## src/verilog/gits_pkg.sv

```systemverilog
/*
 Package for the gated intensifier timing sequencer: register offsets,
 field positions, reset values, timing counts and shared types.
 Assumes a 250 MHz APB clock (4 ns period).
*/
package gits_pkg;

  localparam int unsigned CLK_PERIOD_NS = 4;
  // Exposure window tail after the last pulse set
  localparam int unsigned EXPO_TAIL_NS = 15;
  localparam int unsigned EXPO_TAIL_CYC =
    (EXPO_TAIL_NS + CLK_PERIOD_NS - 1) / CLK_PERIOD_NS;
  // Shortest gate and shortest dual-frame spacing the block must reach
  localparam int unsigned MIN_GATE_NS = 5;
  localparam int unsigned MIN_GATE_CYC =
    (MIN_GATE_NS + CLK_PERIOD_NS - 1) / CLK_PERIOD_NS;
  localparam int unsigned MIN_SPACING_US = 2;
  localparam int unsigned MIN_SPACING_CYC =
    MIN_SPACING_US * 1000 / CLK_PERIOD_NS;

  localparam int TW = 24;
  localparam int CW = 16;

  // Register byte offsets
  localparam logic [7:0] REG_CTRL = 8'h00;
  localparam logic [7:0] REG_STATUS = 8'h04;
  localparam logic [7:0] REG_REPEAT = 8'h08;
  localparam logic [7:0] REG_WIDTH_START = 8'h0C;
  localparam logic [7:0] REG_WIDTH_END = 8'h10;
  localparam logic [7:0] REG_DELAY_START = 8'h14;
  localparam logic [7:0] REG_DELAY_END = 8'h18;
  localparam logic [7:0] REG_WIDTH_STEP = 8'h1C;
  localparam logic [7:0] REG_DELAY_STEP = 8'h20;
  localparam logic [7:0] REG_AUX_DELAY = 8'h24;
  localparam logic [7:0] REG_AUX_WIDTH = 8'h28;
  localparam logic [7:0] REG_SYNC_HALF = 8'h2C;
  localparam logic [7:0] REG_INT_PERIOD = 8'h30;
  localparam logic [7:0] REG_INTER_DELAY = 8'h34;
  localparam logic [7:0] REG_DONE_COUNT = 8'h38;

  // CTRL field positions
  localparam int CTRL_START = 0;
  localparam int CTRL_EXT_SEL = 1;
  localparam int CTRL_SWEEP = 2;
  localparam int CTRL_DUAL = 3;
  localparam int CTRL_DUAL_TWO = 4;
  localparam int CTRL_EXT_FALL = 5;
  localparam int CTRL_SYNC_EN = 6;
  // STATUS field positions
  localparam int STAT_BUSY = 0;
  localparam int STAT_DONE = 1;
  localparam int STAT_EXPO = 2;
  localparam int STAT_STORED = 3;

  localparam logic [TW-1:0] RST_WIDTH = 24'h000002;
  localparam logic [TW-1:0] RST_DELAY = 24'h000001;
  localparam logic [TW-1:0] RST_AUX_WIDTH = 24'h000001;
  localparam logic [TW-1:0] RST_SYNC_HALF = 24'h000019;
  localparam logic [TW-1:0] RST_INT_PERIOD = 24'h0003E8;
  localparam logic [TW-1:0] RST_INTER_DELAY = 24'h0001F4;
  localparam logic [CW-1:0] RST_REPEAT = 16'h0001;

  typedef struct packed {
    logic intensifier_gate;
    logic gate_open_mark;
    logic gate_close_mark;
    logic auxiliary_pulse_out;
    logic sync_clock_out;
  } gits_pulse_t;

  typedef struct packed {
    logic [TW-1:0] delay;
    logic [TW-1:0] width;
    logic [TW-1:0] aux_delay;
    logic [TW-1:0] aux_width;
  } gits_shape_t;

endpackage : gits_pkg

```

## src/verilog/gits_pulse_gen.sv

```systemverilog
/*
 One pulse set generator: on start it counts the delay, then holds the
 gate open for the width, with open and close markers and an aux pulse.
 Assumes the same pclk domain as the sequencer and width of at least 1.
*/
`timescale 1ns/1ns
`default_nettype none
module gits_pulse_gen (
  input wire logic pclk, // Clock
  input wire logic presetn, // Async reset, active low
  input wire logic start, // One-cycle start of a pulse set
  input wire gits_pkg::gits_shape_t shape, // Delay, width, aux timing
  output gits_pkg::gits_pulse_t pulse, // Registered pulse outputs
  output logic done // One-cycle pulse set complete
);

  logic [gits_pkg::TW:0] cnt;
  logic running;
  logic [gits_pkg::TW:0] open_at;
  logic [gits_pkg::TW:0] close_at;
  logic [gits_pkg::TW:0] aux_on;
  logic [gits_pkg::TW:0] aux_off;
  logic [gits_pkg::TW:0] last_at;

  assign open_at = {1'b0, shape.delay};
  assign close_at = {1'b0, shape.delay} + {1'b0, shape.width};
  assign aux_on = {1'b0, shape.aux_delay};
  assign aux_off = {1'b0, shape.aux_delay} + {1'b0, shape.aux_width};
  assign last_at = (close_at > aux_off) ? close_at : aux_off;

  always_ff @(posedge pclk or negedge presetn) begin
    if (!presetn) begin
      cnt <= '0;
      running <= 1'b0;
      done <= 1'b0;
    end else begin
      done <= 1'b0;
      if (start && !running) begin
        running <= 1'b1;
        cnt <= '0;
      end else if (running) begin
        cnt <= cnt + 1'b1;
        if (cnt == last_at) begin
          running <= 1'b0;
          done <= 1'b1;
        end
      end
    end
  end

  // Gate spans open marker to close marker of the same set
  always_ff @(posedge pclk or negedge presetn) begin
    if (!presetn) begin
      pulse.intensifier_gate <= 1'b0;
      pulse.gate_open_mark <= 1'b0;
      pulse.gate_close_mark <= 1'b0;
      pulse.auxiliary_pulse_out <= 1'b0;
      pulse.sync_clock_out <= 1'b0;
    end else begin
      pulse.gate_open_mark <= running && (cnt == open_at);
      pulse.gate_close_mark <= running && (cnt == close_at);
      pulse.intensifier_gate <= running && (cnt >= open_at)
        && (cnt < close_at);
      pulse.auxiliary_pulse_out <= running && (cnt >= aux_on)
        && (cnt < aux_off);
      // Sync output is made by the sequencer
      pulse.sync_clock_out <= 1'b0;
    end
  end

endmodule : gits_pulse_gen
`default_nettype wire

```

## src/verilog/gits_sequencer.sv

```systemverilog
/*
 Gated intensifier timing sequencer with APB register slave.
 Waits for triggers after a start handover, runs repeated pulse sets,
 drives the exposure window and hands control back when done.
 Assumes the trigger pin is asynchronous; APB runs on pclk.
*/
`timescale 1ns/1ns
`default_nettype none
module gits_sequencer (
  input wire logic pclk, // APB and sequencer clock
  input wire logic presetn, // Async reset, active low
  input wire logic psel, // APB select
  input wire logic penable, // APB access phase
  input wire logic pwrite, // APB write
  input wire logic [7:0] paddr, // APB byte address
  input wire logic [31:0] pwdata, // APB write data
  output logic [31:0] prdata, // APB read data
  output logic pready, // APB ready
  output logic pslverr, // APB error on unmapped address
  input wire logic trigger_in, // External trigger pin, async
  input wire logic readout_done, // First image read out, same domain
  output logic intensifier_gate, // Photocathode gate
  output logic gate_open_mark, // Gate-open marker
  output logic gate_close_mark, // Gate-close marker
  output logic auxiliary_pulse_out, // Auxiliary pulse
  output logic sync_clock_out, // Sync output
  output logic exposure_window, // High across the pulse sets
  output logic image_store, // Move first image under mask
  output logic control_returned // Pulse: control back to camera
);

  typedef enum logic [5:0] {
    ST_IDLE = 6'b000001,
    ST_WAIT = 6'b000010,
    ST_RUN = 6'b000100,
    ST_GAP = 6'b001000,
    ST_TAIL = 6'b010000,
    ST_DONE = 6'b100000
  } gits_state_t;

  gits_state_t state;
  logic [31:0] ctrl;
  logic [gits_pkg::CW-1:0] repeat_num;
  logic [gits_pkg::TW-1:0] w_start, w_end, d_start, d_end;
  logic [gits_pkg::TW-1:0] w_step, d_step;
  logic [gits_pkg::TW-1:0] aux_delay, aux_width, sync_half;
  logic [gits_pkg::TW-1:0] int_period, inter_delay;
  logic [gits_pkg::TW-1:0] cur_width, cur_delay;
  logic [gits_pkg::CW-1:0] done_count;
  logic [gits_pkg::TW-1:0] gap_cnt, int_cnt, sync_cnt;
  logic [3:0] tail_cnt;
  logic done_flag, stored, frame_idx;
  logic trig_s1, trig_s2, trig_s3;
  logic ext_edge, int_tick, trig_fire, set_start, set_done;
  logic wr_en, rd_en, hit;
  gits_pkg::gits_shape_t shape;
  gits_pkg::gits_pulse_t pulse;
  logic [31:0] next_rdata;

  assign wr_en = psel && penable && pwrite;
  assign rd_en = psel && !penable && !pwrite;

  // Register writes; start bit self clears
  always_ff @(posedge pclk or negedge presetn) begin
    if (!presetn) begin
      ctrl <= '0;
      repeat_num <= gits_pkg::RST_REPEAT;
      w_start <= gits_pkg::RST_WIDTH;
      w_end <= gits_pkg::RST_WIDTH;
      d_start <= gits_pkg::RST_DELAY;
      d_end <= gits_pkg::RST_DELAY;
      w_step <= '0;
      d_step <= '0;
      aux_delay <= '0;
      aux_width <= gits_pkg::RST_AUX_WIDTH;
      sync_half <= gits_pkg::RST_SYNC_HALF;
      int_period <= gits_pkg::RST_INT_PERIOD;
      inter_delay <= gits_pkg::RST_INTER_DELAY;
    end else begin
      ctrl[gits_pkg::CTRL_START] <= 1'b0;
      if (wr_en) begin
        case (paddr)
          gits_pkg::REG_CTRL: ctrl <= pwdata;
          gits_pkg::REG_REPEAT: repeat_num <= pwdata[gits_pkg::CW-1:0];
          gits_pkg::REG_WIDTH_START: w_start <= pwdata[gits_pkg::TW-1:0];
          gits_pkg::REG_WIDTH_END: w_end <= pwdata[gits_pkg::TW-1:0];
          gits_pkg::REG_DELAY_START: d_start <= pwdata[gits_pkg::TW-1:0];
          gits_pkg::REG_DELAY_END: d_end <= pwdata[gits_pkg::TW-1:0];
          gits_pkg::REG_WIDTH_STEP: w_step <= pwdata[gits_pkg::TW-1:0];
          gits_pkg::REG_DELAY_STEP: d_step <= pwdata[gits_pkg::TW-1:0];
          gits_pkg::REG_AUX_DELAY: aux_delay <= pwdata[gits_pkg::TW-1:0];
          gits_pkg::REG_AUX_WIDTH: aux_width <= pwdata[gits_pkg::TW-1:0];
          gits_pkg::REG_SYNC_HALF: sync_half <= pwdata[gits_pkg::TW-1:0];
          gits_pkg::REG_INT_PERIOD: int_period <= pwdata[gits_pkg::TW-1:0];
          gits_pkg::REG_INTER_DELAY: inter_delay <= pwdata[gits_pkg::TW-1:0];
          default: ;
        endcase
      end
    end
  end

  always_comb begin
    hit = 1'b1;
    next_rdata = '0;
    case (paddr)
      gits_pkg::REG_CTRL: next_rdata = ctrl;
      gits_pkg::REG_STATUS: begin
        next_rdata[gits_pkg::STAT_BUSY] = (state != ST_IDLE);
        next_rdata[gits_pkg::STAT_DONE] = done_flag;
        next_rdata[gits_pkg::STAT_EXPO] = exposure_window;
        next_rdata[gits_pkg::STAT_STORED] = stored;
      end
      gits_pkg::REG_REPEAT: next_rdata[gits_pkg::CW-1:0] = repeat_num;
      gits_pkg::REG_WIDTH_START: next_rdata[gits_pkg::TW-1:0] = w_start;
      gits_pkg::REG_WIDTH_END: next_rdata[gits_pkg::TW-1:0] = w_end;
      gits_pkg::REG_DELAY_START: next_rdata[gits_pkg::TW-1:0] = d_start;
      gits_pkg::REG_DELAY_END: next_rdata[gits_pkg::TW-1:0] = d_end;
      gits_pkg::REG_WIDTH_STEP: next_rdata[gits_pkg::TW-1:0] = w_step;
      gits_pkg::REG_DELAY_STEP: next_rdata[gits_pkg::TW-1:0] = d_step;
      gits_pkg::REG_AUX_DELAY: next_rdata[gits_pkg::TW-1:0] = aux_delay;
      gits_pkg::REG_AUX_WIDTH: next_rdata[gits_pkg::TW-1:0] = aux_width;
      gits_pkg::REG_SYNC_HALF: next_rdata[gits_pkg::TW-1:0] = sync_half;
      gits_pkg::REG_INT_PERIOD: next_rdata[gits_pkg::TW-1:0] = int_period;
      gits_pkg::REG_INTER_DELAY: next_rdata[gits_pkg::TW-1:0] = inter_delay;
      gits_pkg::REG_DONE_COUNT: next_rdata[gits_pkg::CW-1:0] = done_count;
      default: hit = 1'b0;
    endcase
  end

  // Zero wait state slave; data latched in setup so it is registered
  always_ff @(posedge pclk or negedge presetn) begin
    if (!presetn) begin
      prdata <= '0;
      pready <= 1'b0;
      pslverr <= 1'b0;
    end else begin
      pready <= psel && !penable;
      pslverr <= psel && !penable && !hit;
      if (rd_en) begin
        prdata <= next_rdata;
      end
    end
  end

  // Trigger pin synchroniser and edge detect
  always_ff @(posedge pclk or negedge presetn) begin
    if (!presetn) begin
      trig_s1 <= 1'b0;
      trig_s2 <= 1'b0;
      trig_s3 <= 1'b0;
    end else begin
      trig_s1 <= trigger_in;
      trig_s2 <= trig_s1;
      trig_s3 <= trig_s2;
    end
  end

  assign ext_edge = ctrl[gits_pkg::CTRL_EXT_FALL]
    ? (trig_s3 && !trig_s2) : (!trig_s3 && trig_s2);

  // Internal trigger generator, free running while busy
  always_ff @(posedge pclk or negedge presetn) begin
    if (!presetn) begin
      int_cnt <= '0;
      int_tick <= 1'b0;
    end else begin
      int_tick <= 1'b0;
      if (state == ST_IDLE || int_cnt >= int_period) begin
        int_cnt <= '0;
        int_tick <= (state != ST_IDLE);
      end else begin
        int_cnt <= int_cnt + 1'b1;
      end
    end
  end

  // Source selection; software keeps one source per sequence
  assign trig_fire = ctrl[gits_pkg::CTRL_EXT_SEL] ? ext_edge
    : int_tick;

  // Second dual-frame shot in one-trigger mode runs off the gap timer
  assign set_start = (state == ST_WAIT && trig_fire)
    || (state == ST_GAP && gap_cnt == '0);

  always_ff @(posedge pclk or negedge presetn) begin
    if (!presetn) begin
      state <= ST_IDLE;
      done_count <= '0;
      frame_idx <= 1'b0;
      gap_cnt <= '0;
      tail_cnt <= '0;
    end else begin
      case (state)
        ST_IDLE: begin
          if (ctrl[gits_pkg::CTRL_START] && repeat_num != '0) begin
            state <= ST_WAIT;
            done_count <= '0;
            frame_idx <= 1'b0;
          end
        end
        ST_WAIT: begin
          if (set_start) begin
            state <= ST_RUN;
          end
        end
        ST_RUN: begin
          if (set_done) begin
            done_count <= done_count + 1'b1;
            frame_idx <= ~frame_idx;
            if (done_count + 1'b1 == repeat_num) begin
              state <= ST_TAIL;
              tail_cnt <= 4'(gits_pkg::EXPO_TAIL_CYC);
            end else if (ctrl[gits_pkg::CTRL_DUAL] && !frame_idx
                && !ctrl[gits_pkg::CTRL_DUAL_TWO]) begin
              state <= ST_GAP;
              gap_cnt <= inter_delay;
            end else begin
              state <= ST_WAIT;
            end
          end
        end
        ST_GAP: begin
          gap_cnt <= gap_cnt - 1'b1;
          if (set_start) begin
            state <= ST_RUN;
          end
        end
        ST_TAIL: begin
          tail_cnt <= tail_cnt - 1'b1;
          if (tail_cnt == 4'h1) begin
            state <= ST_DONE;
          end
        end
        ST_DONE: state <= ST_IDLE;
        default: state <= ST_IDLE;
      endcase
    end
  end

  // Swept or static gate parameters
  always_ff @(posedge pclk or negedge presetn) begin
    if (!presetn) begin
      cur_width <= gits_pkg::RST_WIDTH;
      cur_delay <= gits_pkg::RST_DELAY;
    end else if (state == ST_IDLE) begin
      cur_width <= w_start;
      cur_delay <= d_start;
    end else if (set_done && ctrl[gits_pkg::CTRL_SWEEP]) begin
      cur_width <= (w_end >= w_start)
        ? ((cur_width + w_step > w_end) ? w_end : cur_width + w_step)
        : ((cur_width < w_end + w_step) ? w_end
          : cur_width - w_step);
      cur_delay <= (d_end >= d_start)
        ? ((cur_delay + d_step > d_end) ? d_end : cur_delay + d_step)
        : ((cur_delay < d_end + d_step) ? d_end
          : cur_delay - d_step);
    end
  end

  // Static mode keeps start values for every pulse
  assign shape.width = cur_width;
  assign shape.delay = cur_delay;
  assign shape.aux_delay = aux_delay;
  assign shape.aux_width = aux_width;

  gits_pulse_gen u_pulse (
    .pclk(pclk),
    .presetn(presetn),
    .start(set_start),
    .shape(shape),
    .pulse(pulse),
    .done(set_done)
  );

  // Sync clock runs while a sequence is active
  always_ff @(posedge pclk or negedge presetn) begin
    if (!presetn) begin
      sync_cnt <= '0;
      sync_clock_out <= 1'b0;
    end else if (!ctrl[gits_pkg::CTRL_SYNC_EN] || state == ST_IDLE) begin
      sync_cnt <= '0;
      sync_clock_out <= 1'b0;
    end else if (sync_cnt >= sync_half) begin
      sync_cnt <= '0;
      sync_clock_out <= ~sync_clock_out;
    end else begin
      sync_cnt <= sync_cnt + 1'b1;
    end
  end

  always_ff @(posedge pclk or negedge presetn) begin
    if (!presetn) begin
      intensifier_gate <= 1'b0;
      gate_open_mark <= 1'b0;
      gate_close_mark <= 1'b0;
      auxiliary_pulse_out <= 1'b0;
      exposure_window <= 1'b0;
      control_returned <= 1'b0;
    end else begin
      intensifier_gate <= pulse.intensifier_gate;
      gate_open_mark <= pulse.gate_open_mark;
      gate_close_mark <= pulse.gate_close_mark;
      auxiliary_pulse_out <= pulse.auxiliary_pulse_out;
      exposure_window <= (state == ST_RUN) || (state == ST_GAP)
        || (state == ST_TAIL)
        || (state == ST_WAIT && done_count != '0);
      control_returned <= (state == ST_DONE);
    end
  end

  // First dual-frame image parked under mask until readout
  always_ff @(posedge pclk or negedge presetn) begin
    if (!presetn) begin
      stored <= 1'b0;
      image_store <= 1'b0;
    end else begin
      image_store <= ctrl[gits_pkg::CTRL_DUAL] && set_done && !frame_idx;
      if (ctrl[gits_pkg::CTRL_DUAL] && set_done && !frame_idx) begin
        stored <= 1'b1;
      end else if (readout_done) begin
        stored <= 1'b0;
      end
    end
  end

  // Set wins over clear
  always_ff @(posedge pclk or negedge presetn) begin
    if (!presetn) begin
      done_flag <= 1'b0;
    end else if (state == ST_DONE) begin
      done_flag <= 1'b1;
    end else if (state == ST_IDLE && ctrl[gits_pkg::CTRL_START]) begin
      done_flag <= 1'b0;
    end
  end

endmodule : gits_sequencer
`default_nettype wire

```

## config.mk

```make
export PLATFORM = sky130hd
export DESIGN_NAME = gits_sequencer
export DESIGN_NICKNAME = d
export VERILOG_FILES = /design/src/verilog/gits_pkg.sv /design/src/verilog/gits_pulse_gen.sv /design/src/verilog/gits_sequencer.sv
export SDC_FILE = /design/constraint.sdc
export NUM_CORES = 2
export LEC_CHECK = 0
export BUFFER_PORTS_ARGS = -buffer_cell sky130_fd_sc_hd__buf_2
export CAP_MARGIN = 20
export CELL_PAD_IN_SITES_DETAIL_PLACEMENT = 1
export CELL_PAD_IN_SITES_GLOBAL_PLACEMENT = 2
export CORE_AREA = 2 2 284 356
export DETAILED_ROUTE_END_ITERATION = 8
export DIE_AREA = 0 0 286 358
export PLACE_DENSITY = 0.88
export SLEW_MARGIN = 15
export SYNTH_ARGS = -nofsm -noshare
export SYNTH_HDL_FRONTEND = slang
export SYNTH_SLANG_ARGS = --single-unit
```

## constraint.sdc

```tcl
create_clock -name pclk -period 6.52 [get_ports pclk]
set_input_delay 1.304 -clock pclk [delete_from_list [all_inputs] [get_ports pclk]]
set_output_delay 1.304 -clock pclk [all_outputs]
set_load 0.01 [all_outputs]
```

### Yosys cells after proc, flatten, opt, wreduce, memory -nomap -nowiden

Cells that the tools add are included.

* flip-flop bits (word level): 538
* output and inout bits: 42
* logic and storage cells: 237

* $add $sub $neg: 14
* $lt $le $gt $ge: 13
* eq/ne operators: 33
* muxes and demuxes: 58
* bitwise gates (word level): 2
* reduce and logical (&&, ||, !) cells: 70

Operator list (number)
* 24-bit 2-to-1 mux: 16
* 12-bit case mux with 14 select lines: 1
* 24-bit adder: 4
* 24-bit >= comparator: 4
* 8-bit case mux with 12 select lines: 1
* 25-bit 2-to-1 mux: 3
* 4-bit case mux with 15 select lines: 1
* 8-bit by 6-bit equality test with 1-bit output, second input constant: 7
* 24-bit by 24-bit adder with 25-bit output: 2
* 25-bit equality test: 2
* 25-bit by 24-bit >= comparator with 1-bit output: 2
* 25-bit less-than comparator: 2
* 24-bit by 1-bit adder with 24-bit output, second input constant: 2
* 24-bit greater-than comparator: 2
* 24-bit less-than comparator: 2
* 24-bit case mux with 2 select lines: 1
* 24-bit subtractor: 2
* 8-bit by 5-bit equality test with 1-bit output, second input constant: 4
* 16-bit 2-to-1 mux: 2
* 16-bit case mux with 2 select lines: 1
* 16-bit nonzero test: 2
* 2-bit AND reduction: 13
* 25-bit by 1-bit adder with 25-bit output, second input constant: 1
* 25-bit by 24-bit equality test with 1-bit output: 1
* 36 further kinds: 112

### Depth between registers and ports, before layout

* word-level depth: 8
* mapped depth: 29
* gate-level depth less buffers: 27

### Modules after synthesis

A second synthesis with hierarchy kept.

* cell total of the unflattened synthesis: 4644
* area, all modules: 42473.2 µm²

By module, submodules not included
* gits_sequencer: instances 1, cells each 3703, area each 34994.8 µm², sequential area each 12717.2 µm²
* gits_pulse_gen: instances 1, cells each 941, area each 7478.4 µm², sequential area each 775.7 µm²

### Least setup slack after synthesis

Ideal clock, no wire load.

* path kind: register to register
* start point: register w_end[0] (netlist bit)
* end point: register cur_width[15] (netlist bit)
* library setup time: 0.078 ns
* arrival time: 5.661 ns
* setup slack: 0.782 ns
* cell stages (with the launch flop): 29
* period minus slack after synthesis: 5.738 ns
* path through: dfrtp_1 > ha_1 > fa_1 > a21o_1 > a21oi_1 > o21bai_1 > a21oi_1 > o21bai_1 > a211oi_1 > o21a_1 > o31ai_1 > or4_1 > a31oi_1 > xor2_1 > ha_1 > a21o_1 > a21o_1 > a21oi_1 > nor2b_1 > a2111oi_0 > o21ai_0 > a41oi_1 > or2_2 > clkbuf_1 > clkbuf_1 > nor2_1 > a2111oi_0 > a211oi_1 > a21oi_1

* word-level cells in the longest chain between the ends: 6
* elaborated cells between the ends (all ways): 9

Ends and longest elaborated chain
* from (decl): line gits_sequencer.sv:44 `logic [gits_pkg::TW-1:0] w_start, w_end, d_start, d_end;`
* from (signal assigned): line gits_sequencer.sv:69 `w_end <= gits_pkg::RST_WIDTH;`
* from (signal assigned): line gits_sequencer.sv:86 `gits_pkg::REG_WIDTH_END: w_end <= pwdata[gits_pkg::TW-1:0];`
* 24-bit adder: line gits_sequencer.sv:251 `: ((cur_width < w_end + w_step) ? w_end`
* 24-bit less-than comparator: line gits_sequencer.sv:251
* 24-bit 2-to-1 mux: line gits_sequencer.sv:251
* 24-bit 2-to-1 mux *: line gits_sequencer.sv:250 `? ((cur_width + w_step > w_end) ? w_end : cur_width + w_step)`
* 24-bit 2-to-1 mux *: line gits_sequencer.sv:248 `end else if (set_done && ctrl[gits_pkg::CTRL_SWEEP]) begin`
* 24-bit 2-to-1 mux *: line gits_sequencer.sv:245 `end else if (state == ST_IDLE) begin`
* to (signal assigned): line gits_sequencer.sv:243 `cur_width <= gits_pkg::RST_WIDTH;`
* to (signal assigned): line gits_sequencer.sv:246 `cur_width <= w_start;`
* to (signal assigned): line gits_sequencer.sv:249 `cur_width <= (w_end >= w_start)`
* to (decl): line gits_sequencer.sv:48 `logic [gits_pkg::TW-1:0] cur_width, cur_delay;`

Every way passes the cells marked *; elsewhere a longest branch is shown, timed or not. The select of a mux whose other input is x is not followed.
A chain may end at the register's enable or synchronous reset.

### Final worst setup path

* start point: register w_end[0] (netlist bit)
* end point: register cur_width[5] (netlist bit)

Same word-level chain as after synthesis.

==> metrics.md <==
| Metric | Value |
|---|---|
| Sequential share of power | `0.299` |
| Drc violations | `0` |
| Final non-filler cell total | `~6000` |
| Pwr/cell area | `between 200 and 300 nW/um^2` |
| Register Area | `13500 um^2` |
| Worst setup path class | `flop to flop` |
| Die area | `102400 um^2` |
| Drt pass-1 iters | `6` |
| Multi-input logic area | `approximately 26000 um^2` |
| WL/cell | `between 20 and 30 um` |
| Clock slew at reported path FFs | `0.07 ns` |
| Detailed Place HPWL | `134.2 mm` |
| Status | `complete, no violations` |
| EDFF count, synth | `0` |
| Worst Skew | `0.05825 ns` |
| Rows | `roughly 130` |
| Clk root buf | `clkbuf_16` |
| Mapped Nets | `5019` |
| Final Hold Viols | `0` |
| Comb pwr share | `0.415` |
| Total clock sinks | `538` |
| Main synth FF type | `dfrtp_1` |
| RSZ-0062 raised after global routing | `false` |
| Worst path slowest cell | `or4_1` |
| Layout Nets | `between 5000 and 6000` |
| Initial core utilization | `0.4186` |
| Synth top area cells | `dfrtp_1 (31%), ha_1 (15%), mux2_2 (8.6%), inv_1 (3.2%), a21oi_1 (3.0%)` |
| Proportion of power drawn by the clock network | `0.286` |
| Die Y | `~360 um` |
| Synth Instances | `around 4500` |
| Final Slew Violations | `0` |
| IO Pins | `89` |
| Sw Share | `0.4047` |
| Remaining antenna violation count after routing | `0` |
| Mapped cell area | `41350 um^2` |
| Core area | `98780 um^2` |
| IO Port Bufs | `88` |
| Syn-to-layout area delta | `11.32%` |
| Top Registers | `ctrl (32), prdata (32), u_pulse.cnt (25)` |
| TNS Setup | `0 ns` |
| Most frequent CP cell | `a21o_1` |
| Leak Pwr | `0.02162 uW` |
| Die width | `between 200 and 300 um` |
| Overall routing resource usage | `0.3370` |
| Min-Delay Path Class | `flop to flop` |
| Number of fill cells | `between 10000 and 15000` |
| DRT Wirelength | `174.2 mm` |
| H-tree Lvls | `2` |
| RD Place Congestion | `0.9681` |
| Seq/Total Area, Yosys | `0.3263` |
| Max Cap Violations | `0` |
| Sw power | `between 5000 and 6000 uW` |
| Clock Latency Late Sink | `0.69 ns` |
| P_int | `7689 uW` |
| Initial DRC Count | `3023` |
| Vias | `37560` |
| Share of cells above drive strength 1 | `0.1608` |
| Antenna violations before repair | `3` |
| WHS | `0.3469 ns` |
| Synth unique cells | `96` |
| Avg Vias per Cell | `6.353` |
| CTS tree | `done` |
| Clk buf depth | `3` |
| Rel. slew slack | `0.2219` |
| Synth Warn # | `0` |
| Async SR Flop Fraction | `1.000` |
| Maximum clock rate | `159.6 MHz` |
| Critical Path Sink Type | `flop` |
| Fin crit period | `6.265 ns` |
| Vias in the first global route | `38940` |
| Post-Syn Area per Cell | `9.265 um^2` |
| Largest area contributor in the synthesized netlist | `dfrtp_1` |
| Final worst path period share | `0.9609` |
| CP Data Arrival Time | `around 7 ns` |
| Placed cells | `~5800` |
| Seq cells post-synth | `538` |
| First-pass GRT wire length | `256.8 mm` |
| Largest net degree at the start of global routing | `174` |
| Setup-failing EPs final | `0` |
| CTS Buf Count | `59` |
| Crit-path max cell delay | `0.47 ns` |
| Grt ovf | `0` |
| Slew of the pin with the lowest slew margin | `roughly 1.2 ns` |
| Dpl cell area | `43800 um^2` |
| Overall Power | `~13000 uW` |
| CP max FO | `19` |
| Post-synth top area share | `0.3111` |
| Startpoint Class | `flop` |
| Peak VDD IR | `0.7034 mV` |
| Cell area after layout | `46030 um^2` |
| WP data required | `a little over 7 ns` |
routing by layer:
layer	vias up	GRT usage	routed length (um)
met5	-	0	0
met4	0	0.2577	16450
met3	611	0.05153	11710
met2	1688	0.5446	78470
met1	18810	0.4048	67610
li1	16450	-	-
path summary, 6_finish.rpt:
check / startpoint / end / depth (start not counted) / slack [ns]
worst max-delay path: w_end[0] / cur_width[5] / 27 / 0.25
worst min-delay path: u_pulse.pulse[3] / gate_open_mark / 0 / 0.35
worst max register to register: w_end[0] / cur_width[5] / 27 / 0.25
worst min register to register: u_pulse.pulse[3] / gate_open_mark / 0 / 0.35
max in group asynchronous: presetn / int_cnt[20] / 2 / 4.38
min in group asynchronous: presetn / cur_delay[1] / 1 / 0.63
cells by family (layout without fill, tap and decap cells):
family          count (synthesis)  count (layout)  share of synthesized area
other cells                     0               1                          0
fa+ha+maj                     509             509                     0.1555
simple gates                 1101            1101                     0.1307
compound gates               1192            1192                     0.1952
xor+xnor                      249             249                    0.05274
flops                         538             538                     0.3263
mux                           330             330                    0.08951
buf+inv                       544             682                    0.04999
critical path: cells and delay by family, from the launching register on:
kind	cells	cell delay, ns
buffers and inverters	2	0.39
DFF	1	0.40
and+or+nand+nor	3	0.67
xor gates and xnor gates	1	0.16
adders and majority gates	3	0.93
AOI/OAI and AO/OA	18	3.55
stage by stage:
| step | worst slack [ns] | utilization |
|---|---|---|
| 3_3_place_gp | 0.04277 | 0.4429 |
| 5_1_grt | 0.002710 | 0.4660 |
| 2_1_floorplan | 0.7818 | - |
| 6_report | 0.2547 | 0.4660 |
| 3_5_place_dp | -0.1867 | 0.4434 |
| 4_1_cts | 0.003159 | 0.4648 |
cells in the mapped netlist, types with 28 or more instances:
master and instances:
ha_1 501, inv_1 353, nand4_1 67, nand2_1 254
o211ai_1 33, nand2b_1 56, and3_1 44, nor3_1 100
nand3_1 131, xnor2_1 126, dfrtp_1 514, mux2_2 317
a21oi_1 250, a31oi_1 36, o21bai_1 33, a21o_1 115
a22oi_1 130, clkbuf_1 174, o21a_1 48, a211oi_1 34
xor2_1 123, a221oi_1 37, nor2b_1 44, nor4_1 28
nor2_1 273, o21ai_0 239
timing repair:
item | CTS | global route
endpoints found under the setup margin | 18 | 26
pin swaps | 0 | 7
hold buffers | 0 | 0
gates resized for setup | 2 | 19
setup buffers | 0 | 5
layout by cell type (no fill, tap or decap), types with 59 or more instances in the layout:
cell and n:
nand3_1 131, dfrtp_1 512, a21oi_1 246, buf_4 118
a21o_1 115, a22oi_1 130, inv_1 353, ha_1 501
xor2_1 122, xnor2_1 125, clkbuf_16 59, o21ai_0 237
nand4_1 67, buf_2 87, nand2_1 249, mux2_2 317
nor2_1 261, nor3_1 100
area by class of cell:
| cell class | count | area share |
|---|---|---|
| Clock buffer | 81 | 0.03604 |
| Inverter | 354 | 0.02887 |
| Tap cell | 1310 | 0.03561 |
| Clock inverter | 31 | 0.009623 |
| Sequential cell | 538 | 0.2932 |
| Antenna cell | 1 | 0.00005437 |
| Timing Repair Buffer | 216 | 0.03335 |
| Multi-Input combinational cell | 3381 | 0.5633 |
power groups by stage:
stage / Sequential, uW / Clock [uW] / Combinational (uW)
after floorplan: 3700 / 0 / 3470
after global placement: 3910 / 0 / 5080
after detailed placement: 3920 / 0 / 5170
after CTS: 3850 / 3740 / 5220
after global routing: 3870 / 3850 / 5810
final: 3860 / 3690 / 5370
No activity file was read; power rests on OpenSTA's default activity.
